## src/bth_defs.vh

```
// constants for the bridge type-1 configuration header block
`ifndef BTH_DEFS_VH
`define BTH_DEFS_VH
// dword offsets of the header
`define BTH_OFF_CMD_STS 8'h04
`define BTH_OFF_REV_CLASS 8'h08
`define BTH_OFF_CACHE_HDR 8'h0C
`define BTH_OFF_BUS_NUM 8'h18
`define BTH_OFF_IO_SSTS 8'h1C
// command bit positions
`define BTH_CMD_PERR_EN 6
`define BTH_CMD_SERR_EN 8
`define BTH_CMD_INT_DIS 10
// status bit positions, relative to the upper half of the dword
`define BTH_STS_CAP_LIST 4
`define BTH_STS_66MHZ 5
`define BTH_STS_FBB 7
`define BTH_STS_MDPE 8
`define BTH_STS_STA 11
`define BTH_STS_RTA 12
`define BTH_STS_RMA 13
`define BTH_STS_SSE 14
`define BTH_STS_DPE 15
// fixed header values
// revision value is arbitrary and names no real part
`define BTH_REVISION 8'h5A
`define BTH_CLASS_CODE 24'h06_0400
`define BTH_HDR_TRANSPARENT 7'h01
`define BTH_HDR_NONTRANSPARENT 7'h00
`define BTH_DEVSEL_MEDIUM 2'h1
`define BTH_DEVSEL_FAST 2'h0
`define BTH_IO_ADDR32 2'h1
`define BTH_LAT_PCIX_RESET 8'h40
`define BTH_LAT_PCI_RESET 8'h00
`endif

```

## src/bth_w1c_flag.v

```verilog
// one write-one-to-clear status flag where a set event beats the clear
`timescale 1ns/1ns
module bth_w1c_flag (
    // clock and reset
    input wire clk,
    input wire resetn,
    // event and software clear
    input wire set_evt,
    input wire clr_req,
    // flag value
    output reg flag_reg
);
    // set wins over a clear in the same cycle so no event is lost
    always @(posedge clk) begin
        if (!resetn) begin
            flag_reg <= 1'b0;
        end else if (set_evt) begin
            flag_reg <= 1'b1;
        end else if (clr_req) begin
            flag_reg <= 1'b0;
        end
    end
endmodule // bth_w1c_flag

```

## src/bth_config_header.v

```verilog
// type-1 configuration header of a reversible express-to-pci bridge
`timescale 1ns/1ns
`include "bth_defs.vh"

// Functional notes
// - serr enable gates error messages or pin
// - reverse interrupt disable blocks four interrupts
// - forward primary parity flag on poison events
// - reverse primary parity flag on three events
// - devsel timing reads 00 forward, 01 reverse on primary, swapped on secondary
// - primary signaled target abort event sets flag
// - primary received target/master abort flags
// - primary signaled system error flag
// - primary detected parity error flag
// - capability list bit always reads one
// - class code bridge, no subtractive decode
// - cache line size bits 5:2 writable
// - primary latency timer reverse-only writable
// - secondary latency timer forward-only writable
// - header layout by transparency, single function
// - io base/limit report 32-bit, 4-bit fields
// - secondary fast back-to-back capable bit
// - forward secondary parity flag on three events
// - forward secondary received abort flags
// - secondary received system error flag
// - wait cycle and fast b2b read zero
// - write one clears status flags
module bth_config_header (
    // clock and reset
    input wire clk,
    input wire resetn,

    // straps, sampled every cycle after reset
    input wire reverse_mode,
    input wire pcix_mode,
    input wire nontransparent_mode,

    // configuration access port
    input wire cfg_wr,
    input wire cfg_rd,
    input wire [7:0] cfg_addr,
    input wire [3:0] cfg_be,
    input wire [31:0] cfg_wdata,
    output reg [31:0] cfg_rdata_reg,

    // primary side events, forward mode
    input wire fwd_pri_poison_cpl,
    input wire fwd_pri_poison_wr,
    input wire fwd_pri_ca_sent,
    input wire fwd_pri_ca_cpl,
    input wire fwd_pri_ur_cpl,
    input wire fwd_pri_poison_rx,
    input wire fwd_err_req,

    // primary side events, reverse mode
    input wire rev_pri_rd_perr,
    input wire upstream_parity_err_n,
    input wire rev_pri_wr_active,
    input wire rev_pri_scm_perr,
    input wire rev_pri_ta_sent,
    input wire rev_pri_ta_det,
    input wire rev_pri_ma_det,
    input wire rev_pri_par_det,
    input wire rev_err_req,

    // secondary side events
    input wire fwd_sec_rd_perr,
    input wire downstream_parity_err_n,
    input wire fwd_sec_wr_active,
    input wire fwd_sec_scm_perr,
    input wire fwd_sec_ta_det,
    input wire fwd_sec_ma_det,
    input wire fwd_sec_serr_n,
    input wire rev_sec_err_msg,

    // legacy interrupt requests from the core, active low
    input wire [3:0] core_irq_n,

    // error reporting outputs
    output wire err_msg_send,
    output wire system_error_out_n,

    // legacy interrupt outputs, active low
    output wire legacy_irq_a_n,
    output wire legacy_irq_b_n,
    output wire legacy_irq_c_n,
    output wire legacy_irq_d_n,

    // control fields out to the bridge core
    output wire [7:0] upstream_bus_number,
    output wire [7:0] downstream_bus_number,
    output wire [7:0] highest_bus_number,
    output wire [3:0] io_window_base,
    output wire [3:0] io_window_limit,
    output wire [7:0] cache_line_size,
    output wire [7:0] primary_latency_timer,
    output wire [7:0] secondary_latency_timer
);

    // all storage resets to zero except the reset tracker, which resets to one;
    // the latency timers' value after reset follows the pcix strap
    // writable command bits
    reg perr_en_reg;
    reg serr_en_reg;
    reg int_dis_reg;

    // writable header fields
    reg [3:0] cls_reg;
    reg [7:0] pri_lat_reg;
    reg [7:0] sec_lat_reg;
    reg [7:0] pbus_reg;
    reg [7:0] sbus_reg;
    reg [7:0] subus_reg;
    reg [3:0] iob_reg;
    reg [3:0] iol_reg;

    // reset seen last cycle, used to load strap-dependent reset values
    reg rst_seen_reg;

    // flag map, primary: 0 parity, 1 signaled abort, 2 target abort,
    // 3 master abort, 4 system error, 5 detected parity
    // flag map, secondary: 6 parity, 7 signaled abort, 8 target abort,
    // 9 master abort, 10 received system error
    // status flags: index 0..5 primary, 6..10 secondary
    wire [10:0] flag;
    wire [10:0] flag_set;
    wire [10:0] flag_clr;

    // a write to an unmapped offset decodes to no strobe and is dropped
    // decoded write strobes per dword
    wire wr_cmd = cfg_wr && (cfg_addr == `BTH_OFF_CMD_STS);
    wire wr_hdr = cfg_wr && (cfg_addr == `BTH_OFF_CACHE_HDR);
    wire wr_bus = cfg_wr && (cfg_addr == `BTH_OFF_BUS_NUM);
    wire wr_io = cfg_wr && (cfg_addr == `BTH_OFF_IO_SSTS);

    // the mode strap picks which event set feeds each flag; events of
    // the other mode are ignored, since their side is not ours then
    // event qualification
    wire fwd = !reverse_mode;
    wire rev = reverse_mode;
    wire pri_perr_seen = !upstream_parity_err_n && rev_pri_wr_active;
    wire sec_perr_seen = !downstream_parity_err_n && fwd_sec_wr_active;

    // error request gated by serr enable
    wire fwd_err_fire = fwd && fwd_err_req && serr_en_reg;
    wire rev_err_fire = rev && rev_err_req && serr_en_reg;

    // events are one-cycle pulses; the flag cells hold them until cleared
    // primary master data parity error, gated by parity response enable
    assign flag_set[0] = perr_en_reg && ((fwd && (fwd_pri_poison_cpl || fwd_pri_poison_wr))
        || (rev && (rev_pri_rd_perr || pri_perr_seen || rev_pri_scm_perr)));
    assign flag_set[1] = (fwd && fwd_pri_ca_sent) || (rev && rev_pri_ta_sent);
    assign flag_set[2] = (fwd && fwd_pri_ca_cpl) || (rev && rev_pri_ta_det);
    assign flag_set[3] = (fwd && fwd_pri_ur_cpl) || (rev && rev_pri_ma_det);
    assign flag_set[4] = fwd_err_fire || rev_err_fire;
    assign flag_set[5] = (fwd && fwd_pri_poison_rx) || (rev && rev_pri_par_det);

    // secondary flags; reverse mode only feeds the received system error flag, from rev_sec_err_msg
    assign flag_set[6] = perr_en_reg && fwd
        && (fwd_sec_rd_perr || sec_perr_seen || fwd_sec_scm_perr);
    assign flag_set[7] = 1'b0;
    assign flag_set[8] = fwd && fwd_sec_ta_det;
    assign flag_set[9] = fwd && fwd_sec_ma_det;
    assign flag_set[10] = (fwd && !fwd_sec_serr_n) || (rev && rev_sec_err_msg);

    // only byte lane 3 carries flags, so lanes 0 to 2 never clear one
    // write-one-to-clear strobes, upper byte lanes of the status dwords
    assign flag_clr[0] = wr_cmd && cfg_be[3] && cfg_wdata[16 + `BTH_STS_MDPE];
    assign flag_clr[1] = wr_cmd && cfg_be[3] && cfg_wdata[16 + `BTH_STS_STA];
    assign flag_clr[2] = wr_cmd && cfg_be[3] && cfg_wdata[16 + `BTH_STS_RTA];
    assign flag_clr[3] = wr_cmd && cfg_be[3] && cfg_wdata[16 + `BTH_STS_RMA];
    assign flag_clr[4] = wr_cmd && cfg_be[3] && cfg_wdata[16 + `BTH_STS_SSE];
    assign flag_clr[5] = wr_cmd && cfg_be[3] && cfg_wdata[16 + `BTH_STS_DPE];
    assign flag_clr[6] = wr_io && cfg_be[3] && cfg_wdata[16 + `BTH_STS_MDPE];
    assign flag_clr[7] = wr_io && cfg_be[3] && cfg_wdata[16 + `BTH_STS_STA];
    assign flag_clr[8] = wr_io && cfg_be[3] && cfg_wdata[16 + `BTH_STS_RTA];
    assign flag_clr[9] = wr_io && cfg_be[3] && cfg_wdata[16 + `BTH_STS_RMA];
    assign flag_clr[10] = wr_io && cfg_be[3] && cfg_wdata[16 + `BTH_STS_SSE];

    // a cell per flag keeps set-over-clear priority in one place
    // one flag cell per status bit
    genvar gi;
    generate
        for (gi = 0; gi < 11; gi = gi + 1) begin : g_flag
            bth_w1c_flag u_flag (
                .clk(clk),
                .resetn(resetn),
                .set_evt(flag_set[gi]),
                .clr_req(flag_clr[gi]),
                .flag_reg(flag[gi])
            );
        end
    endgenerate

    // the pin is active low and idles high while nothing is reported;
    // both outputs are combinational so the report leaves with the event
    // error outputs: message in forward mode, pin in reverse mode
    assign err_msg_send = fwd_err_fire;
    assign system_error_out_n = !rev_err_fire;

    // forward mode passes the core requests straight through
    // interrupt gating only applies in reverse mode
    wire irq_block = rev && int_dis_reg;
    assign legacy_irq_a_n = core_irq_n[0] | irq_block;
    assign legacy_irq_b_n = core_irq_n[1] | irq_block;
    assign legacy_irq_c_n = core_irq_n[2] | irq_block;
    assign legacy_irq_d_n = core_irq_n[3] | irq_block;

    // field outputs
    assign upstream_bus_number = pbus_reg;
    assign downstream_bus_number = sbus_reg;
    assign highest_bus_number = subus_reg;
    assign io_window_base = iob_reg;
    assign io_window_limit = iol_reg;
    assign cache_line_size = {2'b00, cls_reg, 2'b00};

    // latency timers read zero on the side where they are read-only
    assign primary_latency_timer = rev ? pri_lat_reg : 8'h00;
    assign secondary_latency_timer = fwd ? sec_lat_reg : 8'h00;

    // parity enable sits in byte 0, system error and interrupt in byte 1
    // command register writes; unsupported bits are never stored
    always @(posedge clk) begin
        if (!resetn) begin
            perr_en_reg <= 1'b0;
            serr_en_reg <= 1'b0;
            int_dis_reg <= 1'b0;
        end else if (wr_cmd) begin
            if (cfg_be[0]) begin
                perr_en_reg <= cfg_wdata[`BTH_CMD_PERR_EN];
            end
            if (cfg_be[1]) begin
                serr_en_reg <= cfg_wdata[`BTH_CMD_SERR_EN];
                int_dis_reg <= cfg_wdata[`BTH_CMD_INT_DIS] & rev;
            end
        end
    end

    // reset tracker: latency reset value depends on the pcix strap,
    // which is a port, so it is loaded on the first cycle after release
    always @(posedge clk) begin
        if (!resetn) begin
            rst_seen_reg <= 1'b1;
        end else begin
            rst_seen_reg <= 1'b0;
        end
    end

    // the strap load beats a write, so a primary latency timer write on that cycle is lost
    // cache line size and primary latency timer
    always @(posedge clk) begin
        if (!resetn) begin
            cls_reg <= 4'h0;
            pri_lat_reg <= `BTH_LAT_PCI_RESET;
        end else begin
            if (rst_seen_reg) begin
                pri_lat_reg <= pcix_mode ? `BTH_LAT_PCIX_RESET : `BTH_LAT_PCI_RESET;
            end else if (wr_hdr && cfg_be[1] && rev) begin
                pri_lat_reg <= cfg_wdata[15:8];
            end
            if (wr_hdr && cfg_be[0]) begin
                cls_reg <= cfg_wdata[5:2];
            end
        end
    end

    // bus numbers are plain storage; the core does the decoding
    // bus numbers and secondary latency timer
    always @(posedge clk) begin
        if (!resetn) begin
            pbus_reg <= 8'h00;
            sbus_reg <= 8'h00;
            subus_reg <= 8'h00;
            sec_lat_reg <= `BTH_LAT_PCI_RESET;
        end else begin
            if (wr_bus && cfg_be[0]) begin
                pbus_reg <= cfg_wdata[7:0];
            end
            if (wr_bus && cfg_be[1]) begin
                sbus_reg <= cfg_wdata[15:8];
            end
            if (wr_bus && cfg_be[2]) begin
                subus_reg <= cfg_wdata[23:16];
            end
            if (rst_seen_reg) begin
                sec_lat_reg <= pcix_mode ? `BTH_LAT_PCIX_RESET : `BTH_LAT_PCI_RESET;
            end else if (wr_bus && cfg_be[3] && fwd) begin
                sec_lat_reg <= cfg_wdata[31:24];
            end
        end
    end

    // the low bits of each byte are constants and are never stored
    // io window base and limit nibbles
    always @(posedge clk) begin
        if (!resetn) begin
            iob_reg <= 4'h0;
            iol_reg <= 4'h0;
        end else begin
            if (wr_io && cfg_be[0]) begin
                iob_reg <= cfg_wdata[7:4];
            end
            if (wr_io && cfg_be[1]) begin
                iol_reg <= cfg_wdata[15:12];
            end
        end
    end

    // images are built combinationally and registered by the read mux
    // read-back images of each dword
    wire [15:0] cmd_img;
    wire [15:0] psts_img;
    wire [15:0] ssts_img;
    wire [1:0] devsel_pri = rev ? `BTH_DEVSEL_MEDIUM : `BTH_DEVSEL_FAST;
    wire [1:0] devsel_sec = fwd ? `BTH_DEVSEL_MEDIUM : `BTH_DEVSEL_FAST;
    wire [6:0] hdr_layout = nontransparent_mode ? `BTH_HDR_NONTRANSPARENT
        : `BTH_HDR_TRANSPARENT;

    // wait cycle (bit 7) and fast b2b enable (bit 9) stay zero
    assign cmd_img = {5'h00, int_dis_reg, 1'b0, serr_en_reg, 1'b0,
        perr_en_reg, 6'h00};
    assign psts_img = {flag[5], flag[4], flag[3], flag[2], flag[1], devsel_pri,
        flag[0], (rev && !pcix_mode), 1'b0, rev, 1'b1, 4'h0};
    assign ssts_img = {1'b0, flag[10], flag[9], flag[8], flag[7], devsel_sec,
        flag[6], (fwd && !pcix_mode), 1'b0, 1'b1, 5'h00};

    // read data holds until the next read, so a slow reader sees one word
    // read mux; unmapped offsets and reserved bits return zero
    always @(posedge clk) begin
        if (!resetn) begin
            cfg_rdata_reg <= 32'h0000_0000;
        end else if (cfg_rd) begin
            case (cfg_addr)
                `BTH_OFF_CMD_STS: cfg_rdata_reg <= {psts_img, cmd_img};
                `BTH_OFF_REV_CLASS: cfg_rdata_reg <= {`BTH_CLASS_CODE, `BTH_REVISION};
                `BTH_OFF_CACHE_HDR: cfg_rdata_reg <= {8'h00, 1'b0, hdr_layout,
                    primary_latency_timer, cache_line_size};
                `BTH_OFF_BUS_NUM: cfg_rdata_reg <= {secondary_latency_timer, subus_reg,
                    sbus_reg, pbus_reg};
                `BTH_OFF_IO_SSTS: cfg_rdata_reg <= {ssts_img, iol_reg, 2'b00,
                    `BTH_IO_ADDR32, iob_reg, 2'b00, `BTH_IO_ADDR32};
                default: cfg_rdata_reg <= 32'h0000_0000;
            endcase
        end
    end
endmodule // bth_config_header

```

## config.mk

```make
export PLATFORM = sky130hd
export DESIGN_NAME = bth_config_header
export DESIGN_NICKNAME = d
export VERILOG_FILES = /design/src/bth_w1c_flag.v /design/src/bth_config_header.v
export VERILOG_INCLUDE_DIRS = /design/src
export SDC_FILE = /design/constraint.sdc
export NUM_CORES = 1
export LEC_CHECK = 0
export BUFFER_PORTS_ARGS = -buffer_cell sky130_fd_sc_hd__buf_2
export CORE_MARGIN = 4
export CORE_UTILIZATION = 50
export CTS_BUF_LIST = sky130_fd_sc_hd__clkbuf_4 sky130_fd_sc_hd__clkbuf_8
export DETAILED_ROUTE_END_ITERATION = 8
export GPL_ROUTABILITY_DRIVEN = 0
export PLACE_DENSITY = 0.82
export REMOVE_ABC_BUFFERS = 1
export SLEW_MARGIN = 15
export SYNTH_ARGS = -nofsm -noshare
export SYNTH_HDL_FRONTEND = slang
export SYNTH_SLANG_ARGS = --single-unit
```

## constraint.sdc

```tcl
create_clock -name clk -period 2.6 [get_ports clk]
set_input_delay 0.26 -clock clk [delete_from_list [all_inputs] [get_ports clk]]
set_output_delay 0.26 -clock clk [all_outputs]
set_load 0.05 [all_outputs]
```

==> flow_summary_export.csv <==
group,metric,value,unit
die,core.rowCount,33,
logic_synthesis,yosysWarnings,0,
clock_network,postCtsSetupBuffers,0,
final_layout,drive_gt1_share,32.61,%
pwr,netSwitchingFraction,25.84,%
worst_setup_path,crit_path_end_kind,"register",
final_layout,fillCellCount,736,
pwr,netSwitchingPower,0.0006901,W
place,placedCellCount,730,
timing,period_minus_slack,1765,ps
pwr,seqPwrFrac,56.9,%
global_route,overflow,0,
final_layout,antenna_cells,0,
route,via_per_inst,5.723,
timing,slew_headroom,46.82,%
global_route,grt_max_degree,32,
route,firstDrtPassIters,5,
worst_setup_path,critical_path_class,"in -> reg",
logic_synthesis,syn_area_per_cell,9.172,um^2
route,wl_met3,1.244,mm
hold_path,hold_class,"in -> reg",
timing,fin_worst_skew,9.850,ps
outcome,status,"completed",
logic_synthesis,synth_edf_count,0,
timing,rsz0062_at_grt,"no",
logic_synthesis,synth.area.top_cells,"dfxtp_1 45%, mux2i_1 12%, nor2_1 4.7%, o21ai_0 4.6%, nand2_1 3.5%",
logic_synthesis,synth.top_cell.area_share,45.03,%
worst_setup_path,crit_arrival,2050,ps
global_route,grt_use_total,25.68,%
pwr,peakVddDrop,0.3485,mV
route,met1_length,5.518,mm
die,die_height,101.3,um
route,dr.max_layer_used,"met4",
timing,finalHoldViolations,0,
worst_setup_path,start_kind,"input pin",
final_layout,largest_register_ff_count,32,
pwr,powerDensity,491.0,nW/um^2
global_route,antenna_found_initial,0,
logic_synthesis,async_reset_ff_share,0,%
place,dp_hpwl,10.02,mm
worst_setup_path,path_max_fanout,15,
route,drt_iter0_drc,298,
route,detail_route.wl_per_cell,18.10,um
route,drc_errors,0,
clock_network,cts_tree,"done",
route,wl_met2,6.487,mm
pwr,p_leak,2.641,nW
logic_synthesis,yosysTopAreaCell,"dfxtp_1",
timing,drv_slew,0,
logic_synthesis,synthDistinctLibCells,56,
logic_synthesis,synth_flop_cell,"dfxtp_1",
route,wl,13.50,mm
logic_synthesis,syn_area,4357,um^2
timing,tns,0,ps
clock_network,path_clk_slew,90,ps
place,portBuffers,168,
clock_network,cts.sinks,98,
clock_network,clockBufferDepth,2,
logic_synthesis,synth_cells,475,
clock_network,cts_root_buffer,"clkbuf_8",
final_layout,finalNetCount,717,
die,boundaryPins,173,
job,cap_violations,0,
worst_setup_path,cp.required,2880,ps
die,dieArea,10270,um^2
pwr,clkPwrFrac,33.5,%
timing,tightest_slew,790.4,ps
logic_synthesis,seq_area_frac_synth,45.03,%
clock_network,cts-buffers-inserted,9,
die,die_w,101.3,um
route,final_antenna_net_count,0,
timing,min_period_over_period,67.89,%
final_layout,areaGrowthSynthToFinish,24.87,%
die,initial_utilization,52.24,%
die,coreArea,8341,um^2
global_route,grt_pass1_vias,4196,
clock_network,worstSkewPairLatency,360,ps
clock_network,ctsHoldBuffers,0,
global_route,grt_pass1_wl,20.77,mm
route,vias,4269,
pwr,power_frac_comb,9.6,%
worst_setup_path,reg2regPathDepth,3,
timing,max_freq,0.5665,GHz
timing,setup_viol,0,
pwr,power.total,0.002671,W
hold_path,hold_depth,3,
pwr,intPower,0.001981,W
final_layout,final_cell_mix,"168 x buf_2, 98 x dfxtp_1, 54 x mux2i_1, 54 x nor2_1, 41 x nand2_1",
final_layout,final_cells,746,
clock_network,htreeDepth,3,
logic_synthesis,yosys_register_bits,98,
final_layout,final_common_cell,"buf_2",
clock_network,cts_resized,0,
## cells by family after synthesis
| logic type | share of synthesized area [%] |
|---|---|
| flops | 45.03 |
| fa+ha+maj | 0.2871 |
| compound gates | 16.43 |
| buf+inv | 4.422 |
| mux | 12.41 |
| other cells | 0.08607 |
| simple gates | 21.34 |
## critical path, stage by stage
cell,delay [ps]
buf_2,270
nor4b_4,360
nand3_1,320
inv_1,160
ha_1,240
nor2_1,100
o21a_1,130
a22oi_1,60
o21ai_0,140
## layer usage
metal	up-vias	track usage (%)
met4	0	9.611
met1	2035	32.21
met3	20	6.749
li1	2011	-
met2	203	42.40
met5	-	0
## synthesized netlist by cell type, types with 5 or more instances
library cell,instances
a22o_1,9
nand2b_1,8
o21ai_0,40
and2_1,12
a221o_1,5
inv_1,5
nor2_1,55
a21oi_1,19
a32o_1,7
nor2b_1,15
dfxtp_1,98
buf_4,7
nand2_1,41
a22oi_1,9
mux2i_1,54
clkbuf_1,18
nand3_1,15
## cell type report
cell class / count / area (um^2) / area share [%]
multi-input combinational: 341 / 2216 / 40.73
tap: 105 / 131.4 / 2.415
sequential: 98 / 1962 / 36.06
inverter: 7 / 26.28 / 0.4830
clock inverter: 4 / 28.78 / 0.5290
clock buffer: 11 / 145.1 / 2.668
timing repair buffer: 180 / 930.9 / 17.11
## power groups by stage
stage / combinational (W) / sequential, W / clock (W)
finish: 0.000256 / 0.00152 / 0.000896
global route: 0.000277 / 0.00152 / 0.000974
CTS: 0.000253 / 0.00152 / 0.000907
detailed placement: 0.000252 / 0.00155 / 0
global placement: 0.000244 / 0.00155 / 0
floorplan: 0.000110 / 0.00155 / 0
## per-stage QoR
| stage | worst slack (ps) | cell area [um^2] | utilization [%] | hold slack, ps |
|---|---|---|---|---|
| floorplan | 202.7 | 4202 | - | 398.7 |
| global placement | 557.3 | 5259 | 63.05 | 431.7 |
| detailed placement | 451.6 | 5259 | 63.05 | 438.4 |
| CTS | 855.7 | 5433 | 65.14 | 118.1 |
| global route | 627.3 | 5440 | 65.23 | 144.1 |
| finish | 834.9 | 5440 | 65.23 | 130.0 |
## worst paths after layout
check | from | end | slack (ps)
max | cfg_addr[4] | cfg_rdata_reg[23] | 830
min | cfg_wdata[18] | highest_bus_number[2] | 130
max reg2reg | serr_en_reg | cfg_rdata_reg[8] | 1420
min reg2reg | cfg_rdata_reg[24] | cfg_rdata_reg[24] | 450
(Power assumes the default switching activity.)
